==> src/brake_pkg.sv <==
// Shared constants and types for the holding-brake interlock
package brake_pkg;

    // Register byte offsets
    localparam logic [7:0] ADDR_ASSIGN = 8'h00;
    localparam logic [7:0] ADDR_STOP_DLY = 8'h04;
    localparam logic [7:0] ADDR_SPD_LVL = 8'h08;
    localparam logic [7:0] ADDR_WAIT = 8'h0c;
    localparam logic [7:0] ADDR_STATUS = 8'h10;

    // Field widths, all fields sit at bit 0
    localparam int ASSIGN_W = 3;
    localparam int STOP_DLY_W = 9;
    localparam int SPD_W = 13;
    localparam int WAIT_W = 7;

    // Reset values and legal ranges
    localparam logic [2:0] RST_ASSIGN = 3'h0;
    localparam logic [8:0] RST_STOP_DLY = 9'h000;
    localparam logic [8:0] MAX_STOP_DLY = 9'h1f4; // 500 steps
    localparam logic [12:0] RST_SPD_LVL = 13'h0064; // 100 r/min
    localparam logic [12:0] MAX_SPD_LVL = 13'h1770; // 6000 r/min
    localparam logic [6:0] RST_WAIT = 7'h32; // 50 steps
    localparam logic [6:0] MIN_WAIT = 7'h0a; // 10 steps
    localparam logic [6:0] MAX_WAIT = 7'h64; // 100 steps
    localparam logic [2:0] TERM_COUNT = 3'h6;

    // Status register bit positions
    localparam int STAT_SERVO = 0;
    localparam int STAT_ALARM = 1;
    localparam int STAT_BRAKE = 2;
    localparam int STAT_ENERGY = 3;
    localparam int STAT_STATE = 4;

    // Timebase: one step is 10 ms at a 5 ns clock
    localparam int TICK_MS = 10;
    localparam int CLK_PERIOD_NS = 5;
    localparam int TICK_CYCLES = TICK_MS * 1000000 / CLK_PERIOD_NS;

    // AXI responses
    localparam logic [1:0] RESP_OKAY = 2'h0;
    localparam logic [1:0] RESP_SLVERR = 2'h2;

    // Sequencer states
    typedef enum logic [1:0] {
        ST_OFF,
        ST_RUN,
        ST_STOP_DLY,
        ST_ROT_WAIT
    } seq_t;

endpackage

==> src/brake_interlock.sv <==
// Holding-brake interlock sequencer with AXI4-Lite settings
`timescale 1ns/1ps
module brake_interlock #(
    parameter int TICK_CYCLES = brake_pkg::TICK_CYCLES, // Clocks per step
    parameter logic [12:0] MOTOR_MAX_RPM = 13'h0bb8, // Motor top speed
    parameter logic [12:0] STOP_RPM = 13'h0014 // Below this: stopped
) (
    input wire logic aclk, // System clock, 200 MHz
    input wire logic aresetn, // Synchronous reset, active low
    input wire logic [7:0] s_axi_awaddr, // Write address
    input wire logic s_axi_awvalid, // Write address valid
    output logic s_axi_awready, // Write address ready
    input wire logic [31:0] s_axi_wdata, // Write data
    input wire logic [3:0] s_axi_wstrb, // Write byte strobes
    input wire logic s_axi_wvalid, // Write data valid
    output logic s_axi_wready, // Write data ready
    output logic [1:0] s_axi_bresp, // Write response
    output logic s_axi_bvalid, // Write response valid
    input wire logic s_axi_bready, // Write response ready
    input wire logic [7:0] s_axi_araddr, // Read address
    input wire logic s_axi_arvalid, // Read address valid
    output logic s_axi_arready, // Read address ready
    output logic [31:0] s_axi_rdata, // Read data
    output logic [1:0] s_axi_rresp, // Read response
    output logic s_axi_rvalid, // Read data valid
    input wire logic s_axi_rready, // Read data ready
    input wire logic servo_on_in, // Servo-on pin, high = on
    input wire logic alarm_in, // Drive alarm pin, high = alarm
    input wire logic [12:0] motor_speed, // Measured speed, r/min
    input wire logic [5:0] other_out_sig, // Other signals per terminal
    output logic brake_release_out, // Low releases, high engages
    output logic motor_energize_out, // High keeps motor excited
    output logic general_output_one, // Terminal 1
    output logic general_output_two, // Terminal 2
    output logic general_output_three, // Terminal 3
    output logic general_output_four, // Terminal 4
    output logic general_output_five, // Terminal 5
    output logic general_output_six // Terminal 6
);
    import brake_pkg::*;

    typedef struct packed {
        logic on_s1;
        logic on_s2;
        logic alm_s1;
        logic alm_s2;
        seq_t st;
        logic [8:0] steps;
        logic brake;
        logic energize;
        logic [5:0] term;
        logic [2:0] assign_sel;
        logic [8:0] stop_dly;
        logic [12:0] spd_lvl;
        logic [6:0] wait_steps;
        logic awready;
        logic wready;
        logic aw_have;
        logic w_have;
        logic [7:0] awaddr;
        logic [31:0] wdata;
        logic [3:0] wstrb;
        logic bvalid;
        logic [1:0] bresp;
        logic arready;
        logic rvalid;
        logic [1:0] rresp;
        logic [31:0] rdata;
    } state_t;

    state_t s_r;
    state_t s_nxt;
    logic tick;
    logic tick_restart;
    logic stopped;
    logic [12:0] eff_lvl;
    logic [8:0] steps_inc;
    logic [5:0] bk_route;

    // Fresh step timebase on every state change
    assign tick_restart = (s_nxt.st != s_r.st);

    step_tick #(
        .CYCLES(TICK_CYCLES)
    ) u_tick (
        .aclk(aclk),
        .aresetn(aresetn),
        .restart(tick_restart),
        .tick(tick)
    );

    // Speed comparisons; the clamp keeps a high level reachable
    assign stopped = (motor_speed < STOP_RPM);
    assign eff_lvl = (s_r.spd_lvl > MOTOR_MAX_RPM) ?
        MOTOR_MAX_RPM : s_r.spd_lvl;
    assign steps_inc = s_r.steps + 9'h001;

    // Brake routing per terminal, decoded from the assignment field
    genvar gi;
    generate
        for (gi = 0; gi < 6; gi++) begin : g_route
            assign bk_route[gi] = (s_r.assign_sel ==
                3'(gi + 1));
        end
    endgenerate

    // Merge the byte lanes of a write into an old value
    function automatic logic [31:0] merge(input logic [31:0] old,
                                          input logic [31:0] wd,
                                          input logic [3:0] strb);
        logic [31:0] res;
        res = old;
        for (int i = 0; i < 4; i++) begin
            if (strb[i]) begin
                res[8*i +: 8] = wd[8*i +: 8];
            end
        end
        return res;
    endfunction

    // Read data for a register offset; unmapped reads return zero
    function automatic logic [31:0] rd_mux(input state_t s,
                                           input logic [7:0] a);
        logic [31:0] v;
        v = 32'h0000_0000;
        unique case (a)
            ADDR_ASSIGN: v[ASSIGN_W-1:0] = s.assign_sel;
            ADDR_STOP_DLY: v[STOP_DLY_W-1:0] = s.stop_dly;
            ADDR_SPD_LVL: v[SPD_W-1:0] = s.spd_lvl;
            ADDR_WAIT: v[WAIT_W-1:0] = s.wait_steps;
            ADDR_STATUS: begin
                v[STAT_SERVO] = s.on_s2;
                v[STAT_ALARM] = s.alm_s2;
                v[STAT_BRAKE] = s.brake;
                v[STAT_ENERGY] = s.energize;
                v[STAT_STATE +: 2] = s.st;
            end
            default: v = 32'h0000_0000;
        endcase
        return v;
    endfunction

    // Next-state logic for the whole block
    always_comb begin
        logic [31:0] m;
        logic mapped;
        m = 32'h0000_0000;
        mapped = 1'b0;
        s_nxt = s_r;

        // Pin synchronisers; only the second stage is read below
        s_nxt.on_s1 = servo_on_in;
        s_nxt.on_s2 = s_r.on_s1;
        s_nxt.alm_s1 = alarm_in;
        s_nxt.alm_s2 = s_r.alm_s1;

        // Write address and data may arrive in either order
        if (s_r.awready && s_axi_awvalid) begin
            s_nxt.awaddr = s_axi_awaddr;
            s_nxt.aw_have = 1'b1;
        end
        if (s_r.wready && s_axi_wvalid) begin
            s_nxt.wdata = s_axi_wdata;
            s_nxt.wstrb = s_axi_wstrb;
            s_nxt.w_have = 1'b1;
        end
        if (s_r.bvalid && s_axi_bready) begin
            s_nxt.bvalid = 1'b0;
        end

        // Commit a write once both halves are held
        if (s_r.aw_have && s_r.w_have && !s_r.bvalid) begin
            s_nxt.aw_have = 1'b0;
            s_nxt.w_have = 1'b0;
            s_nxt.bvalid = 1'b1;
            mapped = 1'b1;
            unique case (s_r.awaddr)
                ADDR_ASSIGN: begin
                    m = merge(32'(s_r.assign_sel), s_r.wdata, s_r.wstrb);
                    // Codes above six read back but route nowhere
                    s_nxt.assign_sel = m[ASSIGN_W-1:0];
                end
                ADDR_STOP_DLY: begin
                    m = merge(32'(s_r.stop_dly), s_r.wdata, s_r.wstrb);
                    s_nxt.stop_dly = (m > 32'(MAX_STOP_DLY)) ?
                        MAX_STOP_DLY : m[STOP_DLY_W-1:0];
                end
                ADDR_SPD_LVL: begin
                    m = merge(32'(s_r.spd_lvl), s_r.wdata, s_r.wstrb);
                    s_nxt.spd_lvl = (m > 32'(MAX_SPD_LVL)) ?
                        MAX_SPD_LVL : m[SPD_W-1:0];
                end
                ADDR_WAIT: begin
                    m = merge(32'(s_r.wait_steps), s_r.wdata, s_r.wstrb);
                    if (m > 32'(MAX_WAIT)) begin
                        s_nxt.wait_steps = MAX_WAIT;
                    end else if (m < 32'(MIN_WAIT)) begin
                        s_nxt.wait_steps = MIN_WAIT;
                    end else begin
                        s_nxt.wait_steps = m[WAIT_W-1:0];
                    end
                end
                ADDR_STATUS: mapped = 1'b1;
                default: mapped = 1'b0;
            endcase
            s_nxt.bresp = mapped ? RESP_OKAY : RESP_SLVERR;
        end
        s_nxt.awready = !s_nxt.aw_have && !s_nxt.bvalid;
        s_nxt.wready = !s_nxt.w_have && !s_nxt.bvalid;

        // Read channel: answer in the cycle after the address is taken
        if (s_r.rvalid && s_axi_rready) begin
            s_nxt.rvalid = 1'b0;
        end
        if (s_r.arready && s_axi_arvalid) begin
            s_nxt.rvalid = 1'b1;
            s_nxt.rdata = rd_mux(s_r, s_axi_araddr);
            s_nxt.rresp = (s_axi_araddr <= ADDR_STATUS &&
                           s_axi_araddr[1:0] == 2'h0) ?
                RESP_OKAY : RESP_SLVERR;
        end
        s_nxt.arready = !s_nxt.rvalid; // One read at a time
        // Brake sequencer
        unique case (s_r.st)
            ST_OFF: begin
                if (s_r.on_s2 && !s_r.alm_s2) begin
                    s_nxt.st = ST_RUN;
                end
            end
            ST_RUN: begin
                if (s_r.alm_s2) begin
                    // Excitation goes now; a spinning motor coasts
                    s_nxt.st = stopped ? ST_OFF : ST_ROT_WAIT;
                end else if (!s_r.on_s2) begin
                    if (!stopped) begin
                        s_nxt.st = ST_ROT_WAIT;
                    end else if (s_r.stop_dly == 9'h000) begin
                        s_nxt.st = ST_OFF;
                    end else begin
                        s_nxt.st = ST_STOP_DLY;
                    end
                end
            end
            ST_STOP_DLY: begin
                if (s_r.alm_s2) begin
                    s_nxt.st = ST_OFF;
                end else if (s_r.on_s2) begin
                    s_nxt.st = ST_RUN;
                end else if (tick && steps_inc >= s_r.stop_dly) begin
                    s_nxt.st = ST_OFF;
                end else if (tick) begin
                    s_nxt.steps = steps_inc;
                end
            end
            ST_ROT_WAIT: begin
                // Whichever of speed and timeout comes first wins
                if (motor_speed < eff_lvl) begin
                    s_nxt.st = ST_OFF;
                end else if (tick &&
                             steps_inc >= 9'(s_r.wait_steps)) begin
                    s_nxt.st = ST_OFF;
                end else if (tick) begin
                    s_nxt.steps = steps_inc;
                end
            end
        endcase
        if (s_nxt.st != s_r.st) begin
            s_nxt.steps = 9'h000;
        end

        // Outputs follow the next state so they leave a flip-flop
        s_nxt.brake = (s_nxt.st == ST_OFF) ||
                      (s_nxt.st == ST_STOP_DLY);
        s_nxt.energize = (s_nxt.st == ST_RUN) ||
                         (s_nxt.st == ST_STOP_DLY);
        s_nxt.term = other_out_sig | (bk_route & {6{s_nxt.brake}});
    end

    // State register
    always_ff @(posedge aclk) begin
        if (!aresetn) begin
            s_r <= '0;
            s_r.st <= ST_OFF;
            s_r.brake <= 1'b1;
            s_r.assign_sel <= RST_ASSIGN;
            s_r.stop_dly <= RST_STOP_DLY;
            s_r.spd_lvl <= RST_SPD_LVL;
            s_r.wait_steps <= RST_WAIT;
            s_r.bresp <= RESP_OKAY;
            s_r.rresp <= RESP_OKAY;
        end else begin
            s_r <= s_nxt;
        end
    end

    // Port drive straight from the state register
    assign s_axi_awready = s_r.awready;
    assign s_axi_wready = s_r.wready;
    assign s_axi_bvalid = s_r.bvalid;
    assign s_axi_bresp = s_r.bresp;
    assign s_axi_arready = s_r.arready;
    assign s_axi_rvalid = s_r.rvalid;
    assign s_axi_rdata = s_r.rdata;
    assign s_axi_rresp = s_r.rresp;
    assign brake_release_out = s_r.brake;
    assign motor_energize_out = s_r.energize;
    assign general_output_one = s_r.term[0];
    assign general_output_two = s_r.term[1];
    assign general_output_three = s_r.term[2];
    assign general_output_four = s_r.term[3];
    assign general_output_five = s_r.term[4];
    assign general_output_six = s_r.term[5];

    // Cycles spent waiting on a rotating motor, for the timeout bound
    int rot_cycles;
    always_ff @(posedge aclk) begin
        if (!aresetn || s_r.st != ST_ROT_WAIT) begin
            rot_cycles <= 0;
        end else begin
            rot_cycles <= rot_cycles + 1;
        end
    end
endmodule

==> src/step_tick.sv <==
// Restartable 10 ms step tick generator
`timescale 1ns/1ps
module step_tick #(
    parameter int CYCLES = brake_pkg::TICK_CYCLES // Clocks per step
) (
    input wire logic aclk, // System clock
    input wire logic aresetn, // Synchronous reset, active low
    input wire logic restart, // Restart the step from zero
    output logic tick // One-cycle pulse per step
);
    import brake_pkg::*;

    localparam int CW = (CYCLES > 1) ? $clog2(CYCLES) : 1;
    localparam logic [CW-1:0] LAST = CW'(CYCLES - 1);

    typedef struct packed {
        logic [CW-1:0] count;
        logic tick;
    } tick_t;

    tick_t t_r;
    tick_t t_nxt;

    // Restart aligns the first tick to a full step after state entry
    always_comb begin
        t_nxt = t_r;
        t_nxt.tick = 1'b0;
        if (restart) begin
            t_nxt.count = '0;
        end else if (t_r.count == LAST) begin
            t_nxt.count = '0;
            t_nxt.tick = 1'b1;
        end else begin
            t_nxt.count = t_r.count + CW'(1);
        end
    end

    // State register
    always_ff @(posedge aclk) begin
        if (!aresetn) begin
            t_r <= '0;
        end else begin
            t_r <= t_nxt;
        end
    end

    assign tick = t_r.tick;

endmodule

==> config.mk <==
export PLATFORM = sky130hd
export DESIGN_NAME = brake_interlock
export DESIGN_NICKNAME = d
export VERILOG_FILES = /design/src/brake_pkg.sv /design/src/brake_interlock.sv /design/src/step_tick.sv
export SDC_FILE = /design/constraint.sdc
export NUM_CORES = 1
export LEC_CHECK = 0
export CORE_MARGIN = 10
export CORE_UTILIZATION = 50
export CTS_BUF_LIST = sky130_fd_sc_hd__clkbuf_8
export DETAILED_ROUTE_END_ITERATION = 8
export DONT_BUFFER_PORTS = 1
export GPL_TIMING_DRIVEN = 1
export SYNTH_ARGS = -nofsm -noshare
export SYNTH_HDL_FRONTEND = slang
export SYNTH_SLANG_ARGS = --single-unit
==> constraint.sdc <==
create_clock -name aclk -period 4.9 [get_ports aclk]
set_clock_uncertainty 0.1 [all_clocks]
set_input_delay 0.245 -clock aclk [delete_from_list [all_inputs] [get_ports aclk]]
set_output_delay 0.245 -clock aclk [all_outputs]
set_load 0.05 [all_outputs]
# After elaboration in Yosys (flattened, before gate mapping)
# Index checks and enable logic that the tools add are counted.
dict set report op_classes {
  add_sub_neg 2
  n_reduce_logical 36
  magnitude_cmp 10
  mux 73
  bitwise_logic 3
  n_eq_ne 26
}
# cell n
set op_table {}
lappend op_table {{2-to-1 mux 8 bit} 32}
lappend op_table {{2-to-1 mux 9 bit} 7}
lappend op_table {{2-to-1 mux 35 bit} 1}
lappend op_table {{equality test 8 x 4 -> 1 bit, second input constant} 4}
lappend op_table {{> comparator 32 x 13 -> 1 bit, second input constant} 1}
lappend op_table {{> comparator 32 x 7 -> 1 bit, second input constant} 1}
lappend op_table {{> comparator 32 x 9 -> 1 bit, second input constant} 1}
lappend op_table {{< comparator 32 x 4 -> 1 bit, second input constant} 1}
lappend op_table {{2-to-1 mux 2 bit} 14}
lappend op_table {{2-to-1 mux 13 bit} 2}
lappend op_table {{adder 21 x 1 -> 21 bit, second input constant} 1}
lappend op_table {{equality test 21 bit, second input constant} 1}
lappend op_table {{case mux 9 bit (2 select lines)} 1}
lappend op_table {{equality test 8 x 3 -> 1 bit, second input constant} 2}
lappend op_table {{equality test 8 x 5 -> 1 bit, second input constant} 2}
lappend op_table {{logical NOT 8 bit} 2}
lappend op_table {{case mux 3 bit (5 select lines)} 1}
lappend op_table {{2-to-1 mux 7 bit} 2}
lappend op_table {{> comparator 13 x 12 -> 1 bit, second input constant} 1}
lappend op_table {{logical AND 1 bit} 13}
lappend op_table {{< comparator 13 bit} 1}
lappend op_table {{< comparator 13 x 5 -> 1 bit, second input constant} 1}
lappend op_table {{case mux 3 bit (4 select lines)} 1}
lappend op_table {{!= test 2 bit, second input constant} 5}
lappend op_table {{other kinds (30)} 52}
dict set report word_totals {
  inputBits 80
  elab_cells 178
  regBits 145
  output_inout_bits 49
}

# Logic depth before layout (Yosys ltp)
dict set report logic_depth {
  word_depth 11
  depth_mapped 14
  depth_no_buf 13
}

# Hierarchy
# From an unflattened synthesis, not the netlist that was laid out.
dict set report hier_totals {
  hier_cells 918
  hier_area_um2 7408.4
}
# mod area_each_um2 n_inst seq_area_each_um2 cells_per_inst
set modules_own_cells {}
lappend modules_own_cells {brake_interlock 6403.6 1 2422.3 808}
lappend modules_own_cells {step_tick 1004.7 1 440.4 110}

# Worst setup path after synthesis
# OpenSTA, ideal clock, no wires.
dict set report synth_path {
  path_kind {register to register}
  startpoint {register s_r[94] (netlist bit)}
  endpoint {register u_tick.t_r, in the netlist u_tick.tick}
  required_ns 4.674
  setup_time_ns 0.126
  synth_period_minus_slack_ns 3.420
  stages_incl_launch_ff 14
  arrival_ns 3.194
  path_slack_ns 1.480
  n_path_buf 1
  cell_sequence {dfxtp_1 -> or3_1 -> or4_4 -> o211a_1 -> nor2_1 -> ha_1 -> and4_1 -> and3_1 -> a221oi_1 -> o21ai_2 -> o311ai_2 -> a211o_1 -> buf_4 -> nor2_1}
}
dict set report synth_via {
  elab_chain_len 7
}
# element line
set synth_lines {}
lappend synth_lines {{start, declared} brake_interlock.sv:71} ;# state_t s_r;
lappend synth_lines {{start signal, assigned} brake_interlock.sv:292} ;# s_r <= s_nxt;
lappend synth_lines {{> comparator 13 x 12 -> 1 bit} brake_interlock.sv:94} ;# assign eff_lvl = (s_r.spd_lvl > MOTOR_MAX_RPM) ?
lappend synth_lines {{2-to-1 mux 13 bit (*)} brake_interlock.sv:94}
lappend synth_lines {{< comparator 13 bit (*)} brake_interlock.sv:257} ;# if (motor_speed < eff_lvl) begin
lappend synth_lines {{2-to-1 mux 2 bit (*)} brake_interlock.sv:257}
lappend synth_lines {{case mux 2 bit (4 select lines) (*)} brake_interlock.sv:224} ;# unique case (s_r.st)
lappend synth_lines {{!= test 2 bit (*)} brake_interlock.sv:81} ;# assign tick_restart = (s_nxt.st != s_r.st);
lappend synth_lines {{OR reduction 2 bit (no line) (*)} n/a}
lappend synth_lines {{end signal, assigned} step_tick.sv:43} ;# t_r <= t_nxt;
lappend synth_lines {{end, declared} step_tick.sv:21} ;# tick_t t_r;
# Every way passes the cells marked *; elsewhere a longest branch is shown, timed or not.
# A chain may end at the register's enable or synchronous reset.

# Worst setup path in the final report
dict set report layout_path {
  startpoint {register s_r[94] (netlist bit)}
  endpoint {register s_r, in the netlist general_output_five}
}
dict set report layout_via {
  elab_chain_len 9
}
# element line
set layout_lines {}
lappend layout_lines {{> comparator 13 x 12 -> 1 bit} brake_interlock.sv:94}
lappend layout_lines {{2-to-1 mux 13 bit (*)} brake_interlock.sv:94}
lappend layout_lines {{< comparator 13 bit (*)} brake_interlock.sv:257}
lappend layout_lines {{2-to-1 mux 2 bit (*)} brake_interlock.sv:257}
lappend layout_lines {{case mux 2 bit (4 select lines) (*)} brake_interlock.sv:224}
lappend layout_lines {{equality test 2 bit / logical NOT 2 bit (equally long branches)} {brake_interlock.sv:273, brake_interlock.sv:272}}
lappend layout_lines {{logical OR 1 bit (*)} brake_interlock.sv:272} ;# s_nxt.brake = (s_nxt.st == ST_OFF) ||
lappend layout_lines {{AND 6 bit (*)} brake_interlock.sv:276} ;# s_nxt.term = other_out_sig | (bk_route & {6{s_nxt.brake}});
lappend layout_lines {{OR 6 bit (*)} brake_interlock.sv:276}
# Marks and branches as above.

==> results_dict.tcl <==
set metrics [dict create \
    outcome "finished clean" \
    cts-resized-gates 0 \
    critPathLaunchType "register" \
    area_delta_synth_final_pct 11.75 \
    finalCritPeriodShare_pct 81.04 \
    cts_setup_buffers 0 \
    final_max_slew_viol_count 0 \
    postRouteAntennaNets 0 \
    antenna_found_initial 0 \
    multi_input_area_um2 4244 \
    synthArstFlopShare_pct 0 \
    via_count 6577 \
    first_global_vias 6360 \
    rsz0062_at_grt "false" \
    tightest_slew_ns 1.194 \
    synth.most_common_cell "nand2_1" \
    ys_types 69 \
    hpwlAfterDp_um 14730 \
    num_io_pins 129 \
    crit_family "simple AND/OR/NAND/NOR gates" \
    syn_area_per_cell_um2 8.339 \
    synth-seq-cells 143 \
    busiest_layer "met2" \
    crit_buf_inv 0 \
    fin_nets 1041 \
    fin_setup_tns_ns 0 \
    cts_buffer_depth 2 \
    port-buffer-count 0 \
    required_ns 5.19 \
    min_period_ns 3.971 \
    synthTopCellsByCount "155 x nand2_1, 143 x dfxtp_1, 52 x a21boi_0, 52 x nor2_1, 39 x buf_4" \
    placed_area_um2 7457 \
    postRouteWirelength_um 20290 \
    core-area_um2 14700 \
    track_usage_pct 19.75 \
    drive_gt1_share_pct 5.196 \
    gr-total-overflow 0 \
    cap_violations 0 \
    yosysSeqAreaShare_pct 37.77 \
    grt.met3_usage_pct 5.108 \
    hold_path.class "in2reg" \
    dieWidth_um 143.1 \
    fin_util_pct 57.63 \
    cts_hold_buf 59 \
    start_util_pct 51.57 \
    synth_top_area_share_pct 37.77 \
    die_area_um2 20480 \
    syn-cell-area_um2 7580 \
    use_met1_pct 25.28 \
    vias_per_cell 5.831 \
    worstPathArrival_ns 4.26 \
    die_h_um 143.1 \
    crit_chain "or3_1 > or4_4 > o211a_1 > nor2_1 > ha_1 > and4_1 > and3_1 > a221oi_1 > o21ai_2 > o311ai_1 > and2_1 > a32o_1" \
    regArea_um2 2863 \
    cp_slowest_cell "or4_4" \
    grt_pass1_wl_um 32780 \
    clockRootBuffer "clkbuf_8" \
    synth_cells 909 \
    clk-insertion-delay-late_ns 0.45 \
    irDropWorstVdd_mv 0.2069 \
    numCtsBuffers 17 \
    path_clk_slew_ns 0.08 \
    final_area_um2 8471 \
    place_congestion 0.9228 \
    max_stage_delay_ns 0.50 \
    n_fill_cell 1337 \
    yosysWarnings 0 \
    crit_fanout 7 \
    met2_usage_pct 32.17 \
    row_count 44 \
    wl_per_cell_um 17.99 \
    drc 0 \
    cp-end-kind "register" \
    synth_edf_count 0 \
    path_class "reg2reg" \
    cts_sinks 143 \
    power_leakage_uw 0.003154 \
    synth_top_cells_by_area "dfxtp_1 38%, nand2_1 7.7%, a21boi_0 5.2%" \
    cts_tree "yes" \
    max_freq_mhz 251.8 \
    maxSlewHeadroom_pct 20.41 \
    hold_violations 0 \
    grt_max_degree 110 \
    synth_top_flop_cell "dfxtp_1" \
    p_per_area_nw_per_um2 288.2 \
    dr.first_iter.drc_count 442 \
    drtPass1Iterations 5 \
    synth_top_area_cell "dfxtp_1" \
    cts_max_level 4 \
    setup_viol 0 \
]
[power breakdown]
group	internal (µW)	switching, µW	total (µW)	leakage, µW
clock network	500	457	957	0.000196
logic	88.2	136	224	0.00180
registers	1190	65.7	1260	0.00116
[final timing paths]
| kind | slack [ns] | start | to | cells past startpoint |
|---|---|---|---|---|
| min reg2reg | 0.34 | s_nxt[140] | s_r[140] | 1 |
| max | 0.93 | s_r[94] | general_output_five | 12 |
| max reg2reg | 0.93 | s_r[94] | general_output_five | 12 |
| min | 0.06 | s_axi_awvalid | s_r[81] | 3 |
[routing by layer]
| metal | vias up | routed length (µm) |
|---|---|---|
| met4 | 0 | 276 |
| met2 | 216 | 9470 |
| met5 | - | 0 |
| met3 | 26 | 1531 |
| met1 | 3106 | 9010 |
| li1 | 3229 | - |
[worst reg2reg max path, stage by stage, from the launching register on]
cell	delay (ns)
dfxtp_1	0.34
or3_1	0.39
or4_4	0.50
o211a_1	0.21
nor2_1	0.16
ha_1	0.27
and4_1	0.23
and3_1	0.17
a221oi_1	0.38
o21ai_2	0.12
o311ai_1	0.50
and2_1	0.33
a32o_1	0.21
[registers in the layout (all words and copies together) (netlist names)]
name                  flops
u_tick.tick               1
s_axi_bvalid              1
general_output_four       1
general_output_six        1
general_output_two        1
general_output_one        1
s_axi_wready              1
s_axi_awready             1
motor_energize_out        1
s_r                      91
s_axi_rdata              13
u_tick.t_r               21
s_axi_rvalid              1
s_axi_rresp               1
brake_release_out         1
s_nxt                     2
general_output_five       1
general_output_three      1
s_axi_arready             1
s_axi_bresp               1
[cell families after synthesis]
logic type	Yosys count	share of synthesized area, %
AOI/OAI and AO/OA	219	20.49
xor gates and xnor gates	27	3.120
adders and majority gates	30	4.952
buffers and inverters	106	7.230
DFF	143	37.77
muxes	11	1.486
other	2	0.09908
and+or+nand+nor	371	24.86
[cell usage in the layout (no fill, tap or decap), drive strengths merged, types with 14 or more instances in the layout]
master,instances
o21ai,41
conb,22
nand3,27
and2,17
o31ai,14
a21boi,54
nand2,155
nor2b,18
a21oi,38
ha,30
clkbuf,17
xor2,16
dfxtp,143
dlygate4sd3,58
inv,31
nor2,52
[cell type report]
| cell class | instances | area share (%) |
|---|---|---|
| Clock inverter | 14 | 1.994 |
| Clock buffer | 17 | 2.762 |
| Antenna cell | 1 | 0.02954 |
| Timing Repair Buffer | 61 | 7.356 |
| Sequential cell | 143 | 33.80 |
| Inverter | 28 | 1.241 |
| Multi-Input combinational cell | 680 | 50.10 |
| Tap cell | 184 | 2.718 |
[per-stage QoR]
stage | instances | setup slack, ns | total power (µW) | hold slack (ns)
floorplan | 929 | 1.480 | 1453 | 0.2671
global placement | 1037 | 1.082 | 1453 | 0.2448
detailed placement | 1037 | 0.9608 | 1458 | 0.2504
CTS | 1127 | 0.9286 | 2463 | 0.03153
global route | 1127 | 0.7409 | 2543 | 0.05549
finish | 1128 | 0.9289 | 2441 | 0.06038
(Power assumes the default switching activity.)
